<file path="src/core/spcr_defines.svh">
`ifndef SPCR_DEFINES_SVH
`define SPCR_DEFINES_SVH

// ****************************************************************
// Register offsets
// ****************************************************************
`define SPCR_ADDR_PORT_CFG 13'h0000
`define SPCR_ADDR_RESERVED 13'h0001
`define SPCR_ADDR_REVISION 13'h0002
`define SPCR_ADDR_DEVICE_IDENTIFIER 13'h0003
`define SPCR_ADDR_READBACK 13'h0004
`define SPCR_ADDR_TRANSFER 13'h0005
`define SPCR_ADDR_PLL_CTRL 13'h0100

// ****************************************************************
// Field positions
// ****************************************************************
`define SPCR_CFG_FOUR_WIRE 7
`define SPCR_CFG_LSB_FIRST 6
`define SPCR_CFG_SOFT_RESET 5
`define SPCR_CFG_LONG_INSTR 4
`define SPCR_PLL_EXT_FILTER 7
`define SPCR_PLL_PUMP_MANUAL 6
`define SPCR_PLL_PUMP_HI 5
`define SPCR_PLL_PUMP_LO 3
`define SPCR_PLL_LOCK_DISABLE 2
`define SPCR_PLL_DEPTH_HI 1
`define SPCR_PLL_DEPTH_LO 0
`define SPCR_INSTR_READ 15
`define SPCR_INSTR_ADDR_HI 12

// ****************************************************************
// Reset values and masks
// ****************************************************************
`define SPCR_CFG_WRITE_MASK 8'he0
`define SPCR_CFG_READ_ONES 8'h10
`define SPCR_CFG_DEFAULT 8'h00
`define SPCR_PLL_DEFAULT 8'h18

// ****************************************************************
// Counts and scales
// ****************************************************************
`define SPCR_INSTR_LAST 5'd15
`define SPCR_BYTE_LAST 5'd7
`define SPCR_PUMP_STEP_UA 11'd125
`define SPCR_LOCK_BASE 11'd128

`endif

</file>
<file path="src/core/spcr_pkg.sv">
package spcr_pkg;

    typedef enum logic [1:0] {
        spcr_idle = 2'b00,
        spcr_instr = 2'b01,
        spcr_data = 2'b10
    } spcr_state_t;

endpackage : spcr_pkg

</file>
<file path="src/core/spcr_top.sv">
`timescale 1ns/1ps
`default_nettype none
`include "spcr_defines.svh"

module spcr_top #(
    // Arbitrary value
    parameter logic [7:0] REVISION = 8'h0a,
    // Arbitrary value
    parameter logic [7:0] DEVICE_IDENTIFIER = 8'h5c
) (
    // Clock and reset
    input wire logic clk,
    input wire logic reset,
    // Serial port pins
    input wire logic sclk,
    input wire logic cs_n,
    input wire logic sdio_in,
    output logic sdio_out,
    output logic sdio_oe_n,
    output logic sdo,
    output logic sdo_oe_n,
    // Multifunction pin selects M[7:3]
    input wire logic [4:0] mf_select,
    // Device events
    output logic soft_reset_pulse,
    output logic download_req,
    output logic transfer_pulse,
    // System clock PLL controls
    output logic ext_loop_filter,
    output logic pump_manual,
    output logic [2:0] pump_current_code,
    output logic [10:0] pump_current_ua,
    output logic lock_timer_enable,
    output logic [10:0] lock_timer_depth
);

    // ****************************************************************
    // Pin synchronisers and edge detection
    // ****************************************************************
    logic s_sclk;
    logic s_cs_n;
    logic s_sdio;
    logic sclk_d;
    logic sclk_rise;
    logic sclk_fall;

    spcr_sync #(.W(3), .RESET_VAL(3'h2)) u_sync (
        .clk(clk),
        .reset(reset),
        .async_in({sclk, cs_n, sdio_in}),
        .sync_out({s_sclk, s_cs_n, s_sdio})
    );

    assign sclk_rise = s_sclk & ~sclk_d;
    assign sclk_fall = ~s_sclk & sclk_d;

    logic [7:0] port_cfg;
    logic readback_sel;
    logic [7:0] pll_buffer;
    logic [7:0] pll_active;
    logic lsb_first;
    logic four_wire;
    assign lsb_first = port_cfg[`SPCR_CFG_LSB_FIRST];
    assign four_wire = port_cfg[`SPCR_CFG_FOUR_WIRE];

    // ****************************************************************
    // Serial port state machine
    // ****************************************************************
    spcr_pkg::spcr_state_t state;
    spcr_pkg::spcr_state_t next_state;
    logic [4:0] bit_cnt;
    logic [4:0] next_bit_cnt;
    logic is_read;
    logic next_is_read;
    logic [12:0] addr;
    logic [12:0] next_addr;
    logic wr_en;
    logic out_load;
    logic out_shift;
    logic [15:0] in_data;
    logic [15:0] in_next;
    logic [7:0] wr_byte;
    logic [7:0] rd_data;
    logic [7:0] out_data;
    logic out_bit;

    spcr_shifter #(.W(16)) u_in (
        .clk(clk),
        .reset(reset),
        .load(1'b0),
        .load_value(16'h0000),
        .shift_en(sclk_rise & ~s_cs_n),
        .lsb_first(lsb_first),
        .serial_in(s_sdio),
        .data(in_data),
        .data_next(in_next),
        .serial_out()
    );
    spcr_shifter #(.W(8)) u_out (
        .clk(clk),
        .reset(reset),
        .load(out_load),
        .load_value(rd_data),
        .shift_en(out_shift),
        .lsb_first(lsb_first),
        .serial_in(1'b0),
        .data(out_data),
        .data_next(),
        .serial_out(out_bit)
    );

    // Byte lands in the low half MSB first, in the high half LSB first
    assign wr_byte = lsb_first ? in_next[15:8] : in_next[7:0];

    always_comb begin
        next_state = state;
        next_bit_cnt = bit_cnt;
        next_is_read = is_read;
        next_addr = addr;
        wr_en = 1'b0;
        out_load = 1'b0;
        out_shift = 1'b0;
        if (s_cs_n) begin
            next_state = spcr_pkg::spcr_idle;
            next_bit_cnt = 5'd0;
        end else begin
            case (state)
                spcr_pkg::spcr_idle: begin
                    next_state = spcr_pkg::spcr_instr;
                    next_bit_cnt = 5'd0;
                end
                spcr_pkg::spcr_instr: begin
                    if (sclk_rise) begin
                        if (bit_cnt == `SPCR_INSTR_LAST) begin
                            next_state = spcr_pkg::spcr_data;
                            next_bit_cnt = 5'd0;
                            next_is_read = in_next[`SPCR_INSTR_READ];
                            next_addr = in_next[`SPCR_INSTR_ADDR_HI:0];
                        end else begin
                            next_bit_cnt = bit_cnt + 5'd1;
                        end
                    end
                end
                spcr_pkg::spcr_data: begin
                    if (sclk_rise) begin
                        if (bit_cnt == `SPCR_BYTE_LAST) begin
                            next_bit_cnt = 5'd0;
                            wr_en = ~is_read;
                            // Streaming walks up LSB first, down MSB first
                            next_addr = lsb_first ? addr + 13'h0001 : addr - 13'h0001;
                        end else begin
                            next_bit_cnt = bit_cnt + 5'd1;
                        end
                    end
                    if (sclk_fall && is_read) begin
                        out_load = (bit_cnt == 5'd0);
                        out_shift = (bit_cnt != 5'd0);
                    end
                end
                default: next_state = spcr_pkg::spcr_idle;
            endcase
        end
    end

    always_ff @(posedge clk) begin
        if (reset) begin
            sclk_d <= 1'b0;
            state <= spcr_pkg::spcr_idle;
            bit_cnt <= 5'd0;
            is_read <= 1'b0;
            addr <= 13'h0000;
        end else begin
            sclk_d <= s_sclk;
            state <= next_state;
            bit_cnt <= next_bit_cnt;
            is_read <= next_is_read;
            addr <= next_addr;
        end
    end

    logic driving;
    // Shared pin turns round only while a read byte is shifted out
    assign driving = ~s_cs_n & is_read & (state == spcr_pkg::spcr_data);
    assign sdio_out = out_bit;
    assign sdo = out_bit;
    assign sdio_oe_n = ~(driving & ~four_wire);
    assign sdo_oe_n = ~(driving & four_wire);

    // ****************************************************************
    // Register file
    // ****************************************************************
    logic [7:0] next_port_cfg;
    logic next_readback_sel;
    logic [7:0] next_pll_buffer;
    logic [7:0] next_pll_active;
    logic next_soft_reset;
    logic next_download;
    logic next_transfer;
    logic [10:0] next_ua;
    logic [10:0] next_depth;
    always_comb begin
        next_port_cfg = port_cfg;
        next_readback_sel = readback_sel;
        next_pll_buffer = pll_buffer;
        next_pll_active = pll_active;
        next_soft_reset = 1'b0;
        next_download = 1'b0;
        next_transfer = 1'b0;
        if (wr_en) begin
            case (addr)
                `SPCR_ADDR_PORT_CFG: begin
                    next_port_cfg = wr_byte & `SPCR_CFG_WRITE_MASK;
                    if (wr_byte[`SPCR_CFG_SOFT_RESET]) begin
                        next_soft_reset = 1'b1;
                        next_download = |mf_select;
                    end
                end
                `SPCR_ADDR_READBACK: next_readback_sel = wr_byte[0];
                `SPCR_ADDR_TRANSFER: next_transfer = wr_byte[0];
                `SPCR_ADDR_PLL_CTRL: next_pll_buffer = wr_byte;
                default: ; // Revision, identity and unused addresses ignore writes
            endcase
        end
        if (transfer_pulse) begin
            next_pll_active = pll_buffer;
        end
        // Soft reset returns every register to default, bit 5 included
        if (soft_reset_pulse) begin
            next_port_cfg = `SPCR_CFG_DEFAULT;
            next_readback_sel = 1'b0;
            next_pll_buffer = `SPCR_PLL_DEFAULT;
            next_pll_active = `SPCR_PLL_DEFAULT;
        end
        // Automatic mode reports zero since the current is not ours to set
        if (next_pll_active[`SPCR_PLL_PUMP_MANUAL]) begin
            next_ua = 11'(({8'h00, next_pll_active[`SPCR_PLL_PUMP_HI:`SPCR_PLL_PUMP_LO]} + 11'd1)
                      * `SPCR_PUMP_STEP_UA);
        end else begin
            next_ua = 11'd0;
        end
        next_depth = `SPCR_LOCK_BASE << next_pll_active[`SPCR_PLL_DEPTH_HI:`SPCR_PLL_DEPTH_LO];
    end

    always_ff @(posedge clk) begin
        if (reset) begin
            port_cfg <= `SPCR_CFG_DEFAULT;
            readback_sel <= 1'b0;
            pll_buffer <= `SPCR_PLL_DEFAULT;
            pll_active <= `SPCR_PLL_DEFAULT;
            soft_reset_pulse <= 1'b0;
            download_req <= 1'b0;
            transfer_pulse <= 1'b0;
            pump_current_ua <= 11'd0;
            lock_timer_depth <= `SPCR_LOCK_BASE;
        end else begin
            port_cfg <= next_port_cfg;
            readback_sel <= next_readback_sel;
            pll_buffer <= next_pll_buffer;
            pll_active <= next_pll_active;
            soft_reset_pulse <= next_soft_reset;
            download_req <= next_download;
            transfer_pulse <= next_transfer;
            pump_current_ua <= next_ua;
            lock_timer_depth <= next_depth;
        end
    end

    assign ext_loop_filter = pll_active[`SPCR_PLL_EXT_FILTER];
    assign pump_manual = pll_active[`SPCR_PLL_PUMP_MANUAL];
    assign pump_current_code = pll_active[`SPCR_PLL_PUMP_HI:`SPCR_PLL_PUMP_LO];
    assign lock_timer_enable = ~pll_active[`SPCR_PLL_LOCK_DISABLE];

    always_comb begin
        case (addr)
            `SPCR_ADDR_PORT_CFG: rd_data = port_cfg | `SPCR_CFG_READ_ONES;
            `SPCR_ADDR_REVISION: rd_data = REVISION;
            `SPCR_ADDR_DEVICE_IDENTIFIER: rd_data = DEVICE_IDENTIFIER;
            `SPCR_ADDR_READBACK: rd_data = {7'h00, readback_sel};
            `SPCR_ADDR_PLL_CTRL: rd_data = readback_sel ? pll_buffer : pll_active;
            default: rd_data = 8'h00;
        endcase
    end
endmodule : spcr_top
`default_nettype wire

</file>
<file path="src/core/spcr_sync.sv">
`timescale 1ns/1ps
`default_nettype none

module spcr_sync #(
    parameter int W = 1,
    parameter logic [W-1:0] RESET_VAL = '0
) (
    // Clock and reset
    input wire logic clk,
    input wire logic reset,
    // Levels
    input wire logic [W-1:0] async_in,
    output logic [W-1:0] sync_out
);

    logic [W-1:0] stage1;

    // First stage feeds only the second stage
    always_ff @(posedge clk) begin
        if (reset) begin
            stage1 <= RESET_VAL;
            sync_out <= RESET_VAL;
        end else begin
            stage1 <= async_in;
            sync_out <= stage1;
        end
    end

endmodule : spcr_sync

`default_nettype wire

</file>
<file path="src/core/spcr_shifter.sv">
`timescale 1ns/1ps
`default_nettype none

module spcr_shifter #(
    parameter int W = 8
) (
    // Clock and reset
    input wire logic clk,
    input wire logic reset,
    // Control
    input wire logic load,
    input wire logic [W-1:0] load_value,
    input wire logic shift_en,
    input wire logic lsb_first,
    input wire logic serial_in,
    // Results
    output logic [W-1:0] data,
    output logic [W-1:0] data_next,
    output logic serial_out
);

    logic [W-1:0] next_data;

    always_comb begin
        if (lsb_first) begin
            data_next = {serial_in, data[W-1:1]};
        end else begin
            data_next = {data[W-2:0], serial_in};
        end
        next_data = data;
        if (load) begin
            next_data = load_value;
        end else if (shift_en) begin
            next_data = data_next;
        end
    end

    always_ff @(posedge clk) begin
        if (reset) begin
            data <= '0;
        end else begin
            data <= next_data;
        end
    end

    assign serial_out = lsb_first ? data[0] : data[W-1];

endmodule : spcr_shifter

`default_nettype wire

</file>
<file path="config.mk">
export PLATFORM = sky130hd
export DESIGN_NAME = spcr_top
export DESIGN_NICKNAME = d
export VERILOG_FILES = /design/src/core/spcr_pkg.sv /design/src/core/spcr_top.sv /design/src/core/spcr_sync.sv /design/src/core/spcr_shifter.sv
export VERILOG_INCLUDE_DIRS = /design/src /design/src/core
export SDC_FILE = /design/constraint.sdc
export NUM_CORES = 1
export LEC_CHECK = 0
export BUFFER_PORTS_ARGS = -buffer_cell sky130_fd_sc_hd__buf_4
export CAP_MARGIN = 20
export CORE_ASPECT_RATIO = 0.9
export CORE_MARGIN = 10
export CORE_UTILIZATION = 40
export DETAILED_ROUTE_END_ITERATION = 8
export PLACE_DENSITY_LB_ADDON = 0.2
export SLEW_MARGIN = 5
export SYNTH_ARGS = -nofsm -noshare
export SYNTH_HDL_FRONTEND = slang
export SYNTH_SLANG_ARGS = --single-unit
</file>
<file path="constraint.sdc">
create_clock -name clk -period 7.2 [get_ports clk]
set_input_delay 1.44 -clock clk [delete_from_list [all_inputs] [get_ports clk]]
set_output_delay 1.44 -clock clk [all_outputs]
set_load 0.1 [all_outputs]
</file>
* After elaboration in Yosys (flattened, before gate mapping)
Cells that the tools add are included.
** Word-level totals
- Flip-flop bits (word level) :: 97
- Logic and storage cells :: 116
** Cells by class
- Add/sub/neg operators :: 4
- Multiply operators :: 1
- Eq/ne operators :: 13
- Shift-type cells :: 1
- Mux-type cells :: 35
- Bitwise logic cells :: 21
- Reductions and logical operators :: 22
** Operator list (number)
- 2-to-1 mux 13 bit :: 5
- 2-to-1 mux 8 bit :: 5
- one-hot mux 8 bit (5 select lines) :: 1
- == test 13 x 2 -> 1 bit (second input constant) :: 2
- == test 13 x 3 -> 1 bit (second input constant) :: 2
- one-hot mux 13 bit (2 select lines) :: 1
- 2-to-1 mux 5 bit :: 4
- 2-to-1 mux 16 bit :: 1
- one-hot mux 5 bit (3 select lines) :: 1
- 2-to-1 mux 7 bit :: 2
- NOT 1 bit :: 14
- adder 13 x 1 -> 13 bit (second input constant) :: 1
- == test 13 x 9 -> 1 bit (second input constant) :: 1
- zero test 13 bit :: 1
- subtractor 13 x 1 -> 13 bit (second input constant) :: 1
- 2-to-1 mux 1 bit :: 12
- multiplier 4 x 7 -> 11 bit (second input constant) :: 1
- left shift 8 x 2 -> 11 bit (first input constant) :: 1
- inequality test 2 bit (second input constant) :: 4
- AND 1 bit :: 7
- one-hot mux 2 bit (3 select lines) :: 1
- AND reduction 2 bit :: 3
- AND reduction 3 bit :: 2
- AND reduction 6 bit :: 1
- 18 further kinds :: 23

* Depth between registers and ports, before layout
- Word-level depth :: 8
- Depth in mapped cells :: 16

* Modules after synthesis
A second synthesis with hierarchy kept.
** Second synthesis, totals
- Cell total of the unflattened synthesis :: 622
- Area total of the unflattened synthesis :: 5691.7 µm²
** By module, submodules not included
- spcr_top :: times used 1, cells an instance 447, area each 3977.6 µm²
- spcr_shifter (u_in) :: times used 1, cells an instance 109, area each 1058.5 µm²
- spcr_shifter (u_out) :: times used 1, cells an instance 54, area each 498.0 µm²
- spcr_sync :: times used 1, cells an instance 12, area each 157.7 µm²

* Worst setup path before layout
No wires, ideal clock.
- Kind :: reg2reg
- Start point :: register transfer_pulse
- End point :: register pump_current_ua[9]
- Data arrival time :: 4.650 ns
- Path slack :: 2.428 ns
- Cell stages (with the launch flop) :: 15
- Buffers on the path :: 1
- Period minus slack after synthesis :: 4.772 ns
- Path through :: dfxtp_1 > clkbuf_1 > mux2i_1 > nor2b_1 > inv_1 > ha_1 > xnor2_1 > fa_1 > inv_1 > fa_1 > ha_1 > a211o_1 > a21oi_1 > xor2_1 > nor2_1
** On the way
- Word-level cells in the longest chain between the ends :: 4
- Elaborated cells between the ends (all ways) :: 6
- Classes of those cells :: add/sub (1); mul (1); mux (2); bitwise (1); reduce/logical (1)
** Ends and longest elaborated chain
- from (decl) :: line spcr_top.sv:27 : output logic transfer_pulse,
- from (signal assigned) :: line spcr_top.sv:262 : transfer_pulse <= next_transfer;
- 2-to-1 mux 7 bit :: line spcr_top.sv:224 : if (transfer_pulse) begin
- 2-to-1 mux 7 bit :: line spcr_top.sv:228 : if (soft_reset_pulse) begin
- net next_pll_active[4] :: line spcr_top.sv:195 : logic [7:0] next_pll_active;
- adder 3 x 1 -> 4 bit :: line spcr_top.sv:236 : next_ua = 11'(({8'h00, next_pll_active[`SPCR_PLL_PUMP_HI:`SPCR_PLL_PUMP_LO]} + 11'd1)
- multiplier 4 x 7 -> 11 bit (no line)
- to (signal assigned) :: line spcr_top.sv:263 : pump_current_ua <= next_ua;
- to (decl) :: line spcr_top.sv:32 : output logic [10:0] pump_current_ua,
The timed path passes the listed nets, and every way through them passes these cells.
A chain may end at the register's enable or synchronous reset.

* Worst setup path in the final report
- Start point :: register transfer_pulse
- End point :: register pump_current_ua[10]
The elaborated chain is that of the path after synthesis.

==> flow_summary.json <==
{
  "status": "finished, final reports clean",
  "static-leakage-power_nw": 2.31,
  "tightest_slew_ns": 0.980,
  "powerDensity_mw_per_mm2": 170,
  "crit_chain": "mux2i_1 -> nor2b_1 -> inv_1 -> ha_1 -> xnor2_1 -> fa_1 -> inv_1 -> fa_1 -> inv_1 -> ha_1 -> a21oi_1 -> o21ai_0 -> a31oi_1 -> mux2i_1",
  "antenna_found_initial": 0,
  "cts.sinks": 90,
  "die-area_mm2": 0.0187,
  "synth_mux_area_share_pct": 9.70,
  "drt_first_pass_iters": 4,
  "critPathCaptureType": "register",
  "grtUsageTotal_pct": 14.7,
  "numCtsBuffers": 9,
  "postCtsSetupBuffers": 0,
  "n_antenna_cell": 0,
  "rsz0062_at_grt": "no",
  "period_share_pct": 61.0,
  "synthToLayoutAreaGrowth_pct": 11.9,
  "grt_pass1_vias": 4260,
  "vias": 4449,
  "synthAdderAreaFrac_pct": 11.0,
  "critPathArrivalTime_ns": 4.68,
  "rows": 40,
  "intPower_mw": 0.791,
  "synth_warnings": 0,
  "grt_start_max_net_pins": 55,
  "criticalPathCategory": "reg -> reg",
  "crit_path_top_delay_cell": "dfxtp_1",
  "synth-edff-count": 0,
  "clk_latency_ns": 0.35,
  "synth-simple-area-share_pct": 19.7,
  "synth_top_family_by_area": "simple AND/OR/NAND/NOR gates",
  "synth_cell_type_count": 59,
  "synth_compound_area_share_pct": 18.1,
  "wl_per_cell_um": 16.1,
  "tritoncts": "yes",
  "io_pins": 45,
  "swShare_pct": 23.7,
  "path_max_fanout": 11,
  "viasPerCell": 5.39,
  "skew_ns": 0.00971,
  "seq_power_share_pct": 48.4,
  "ys_ff_latch": 90,
  "setup_viol": 0,
  "drc": 0,
  "maxSlewHeadroom_pct": 33.7,
  "post_cts_resized": 0,
  "pwr-share-comb_pct": 3.7,
  "clkPwrFrac_pct": 47.8,
  "drt_iter0_markers": 237,
  "die_h_um": 131,
  "drive_gt1_share_pct": 11.9,
  "cts_hold_buf": 0,
  "grt_pass1_wl_mm": 22.2,
  "maxSlewViolCount": 0,
  "synthXorXnorAreaFrac_pct": 1.77,
  "root_buffer": "clkbuf_16",
  "vdd_drop_max_uv": 107,
  "synth-seq-area-share_pct": 33.1,
  "nNetsFinal": 705,
  "avgSynthCellArea_um2": 8.52,
  "initial_core_util_pct": 40.7,
  "antenna_left": 0,
  "start_kind": "register",
  "period_minus_slack_ns": 4.40,
  "ys.flop_type": "dfxtp_1",
  "cts_max_path_buffers": 2,
  "cp.required_ns": 7.48,
  "maxCapViolations": 0,
  "critPathMaxStageDelay_ns": 0.65,
  "gp_congestion": 0.822,
  "synth.cell_area_mm2": 0.00544,
  "multiInputGateArea_mm2": 0.00331,
  "async_flop_share_pct": 0,
  "postSynthCellCount": 639,
  "port_buffers": 37,
  "placedCellCount": 808,
  "fillers": 1337,
  "final-hold-violation-count": 0,
  "die_w_um": 143,
  "tns_ns": 0,
  "p_switching_mw": 0.246,
  "min_path_type": "reg -> reg",
  "regArea_mm2": 0.00180,
  "overflow": 0,
  "crit_top_cell": "inv_1",
  "wirelength_mm": 13.3,
  "hpwl_mm": 9.69,
  "fmax_mhz": 228,
  "core-area_mm2": 0.0134,
  "h-tree-depth": 3,
  "clk_pin_slew_ns": 0.07,
  "fin_cells": 825
}
[cell usage after synthesis, types with 4 or more instances]
master / number / area share, %
nor4_1: 7 / 0.80
o21ai_0: 25 / 2.3
mux2i_1: 46 / 8.5
a21oi_1: 41 / 3.8
nor2b_1: 16 / 1.8
mux2_2: 6 / 1.2
or2_2: 6 / 0.69
nor3_1: 19 / 1.7
a21o_1: 8 / 1.1
buf_4: 11 / 1.5
fa_1: 8 / 2.9
o21a_1: 4 / 0.55
a211oi_1: 24 / 3.3
a211o_1: 5 / 0.80
and3_1: 4 / 0.46
xnor2_1: 9 / 1.4
inv_1: 35 / 2.4
nand2_1: 46 / 3.2
nand2b_1: 10 / 1.1
clkbuf_1: 27 / 1.9
nor2_1: 71 / 4.9
o211ai_1: 11 / 1.5
o21bai_1: 4 / 0.55
nand3_1: 11 / 1.0
a31oi_1: 6 / 0.69
dfxtp_1: 90 / 33
ha_1: 35 / 8.0
[critical path, delay by kind of cell (launching register included)]
kind / cells / cell delay, ns
AOI/OAI and AO/OA: 3 / 0.56
xor gates and xnor gates: 1 / 0.55
adders and majority gates: 4 / 1.51
buffers and inverters: 3 / 0.30
DFF: 1 / 0.65
muxes: 2 / 0.48
and+or+nand+nor: 1 / 0.25
[kinds of logic (layout without fill, tap and decap cells)]
group                    count (synthesis)  in the layout
adder cells (fa/ha/maj)                 43             43
other                                    1              7
flip-flops                              90             90
buffers and inverters                   80             92
XOR/XNOR                                11             11
AO/OA/AOI/OAI                          149            149
AND/OR/NAND/NOR                        213            213
multiplexers                            52             52
[worst paths after layout]
path                            slack [ns]        startpoint  cells past startpoint             endpoint
worst max register to register        2.80    transfer_pulse                     14  pump_current_ua[10]
worst max-delay path                  2.80    transfer_pulse                     14  pump_current_ua[10]
worst min register to register        0.41  u_sync.stage1[1]                      1   u_sync.sync_out[1]
worst min-delay path                  0.41  u_sync.stage1[1]                      1   u_sync.sync_out[1]
[final cells by class]
class	instances	area share, %
clock buffer	10	3.92
timing repair buffer	41	5.38
tap	168	3.45
clock inverter	6	1.19
inverter	35	2.16
multi-input combinational	475	54.3
sequential	90	29.6
[flip-flops by register name (all words and copies together) (netlist names), 4 cells and up]
name              flops
addr                 13
lock_timer_depth      4
pll_active            8
pump_current_ua      11
pll_buffer            8
u_out.data            8
bit_cnt               5
u_in.data            16
[metrics by stage]
stage	utilization [%]	setup WS [ns]	hold WS (ns)	power (mW)	instance area [µm²]
6_report	45.6	2.80	0.413	1.04	6090
4_1_cts	45.4	2.75	0.415	1.05	6060
3_5_place_dp	43.0	2.78	0.399	0.552	5750
3_3_place_gp	43.0	2.96	0.396	0.552	5750
2_1_floorplan	-	2.43	0.389	0.547	5470
5_1_grt	45.6	2.34	0.438	1.08	6090
[cell usage in the layout (no fill, tap or decap), types with 3 or more instances in the layout]
cell       synthesis  final
nand2_1           46     46
o21ai_0           25     25
nand2b_1          10     10
o22ai_1            3      3
nor2_1            71     71
ha_1              35     35
fa_1               8      8
and3_1             4      4
clkbuf_16          0      9
mux2i_1           46     46
a21o_1             8      8
a21oi_1           41     41
nor4_1             7      7
nand3_1           11     11
nor3_1            19     19
or2_2              6      6
and3b_1            3      3
xnor2_1            9      9
o21a_1             4      4
buf_4             11     40
nor3b_1            3      3
a211oi_1          24     24
conb_1             1      7
dfxtp_1           90     89
a211o_1            5      5
o21bai_1           4      4
a31oi_1            6      6
nor2b_1           16     15
a211oi_2           3      3
a311oi_1           3      3
o211ai_1          11     11
inv_1             35     35
mux2_2             6      6
[power by group through the flow]
| stage | Clock [mW] | Combinational [mW] | Sequential, mW |
|---|---|---|---|
| 6_report | 0.496 | 0.0386 | 0.503 |
| 4_1_cts | 0.508 | 0.0382 | 0.503 |
| 3_5_place_dp | 0 | 0.0382 | 0.514 |
| 3_3_place_gp | 0 | 0.0378 | 0.514 |
| 2_1_floorplan | 0 | 0.0339 | 0.513 |
| 5_1_grt | 0.534 | 0.0412 | 0.503 |
[layer usage]
layer | vias to the layer above | wire (µm) | track usage (%) | part of all wire [%]
met4 | 0 | 233 | 4.79 | 1.7
met3 | 13 | 626 | 4.11 | 4.7
li1 | 2269 | - | - | -
met1 | 2078 | 6750 | 20.6 | 51
met2 | 89 | 5710 | 21.4 | 43
met5 | - | 0 | 0 | 0
No activity file was read; power rests on OpenSTA's default activity.
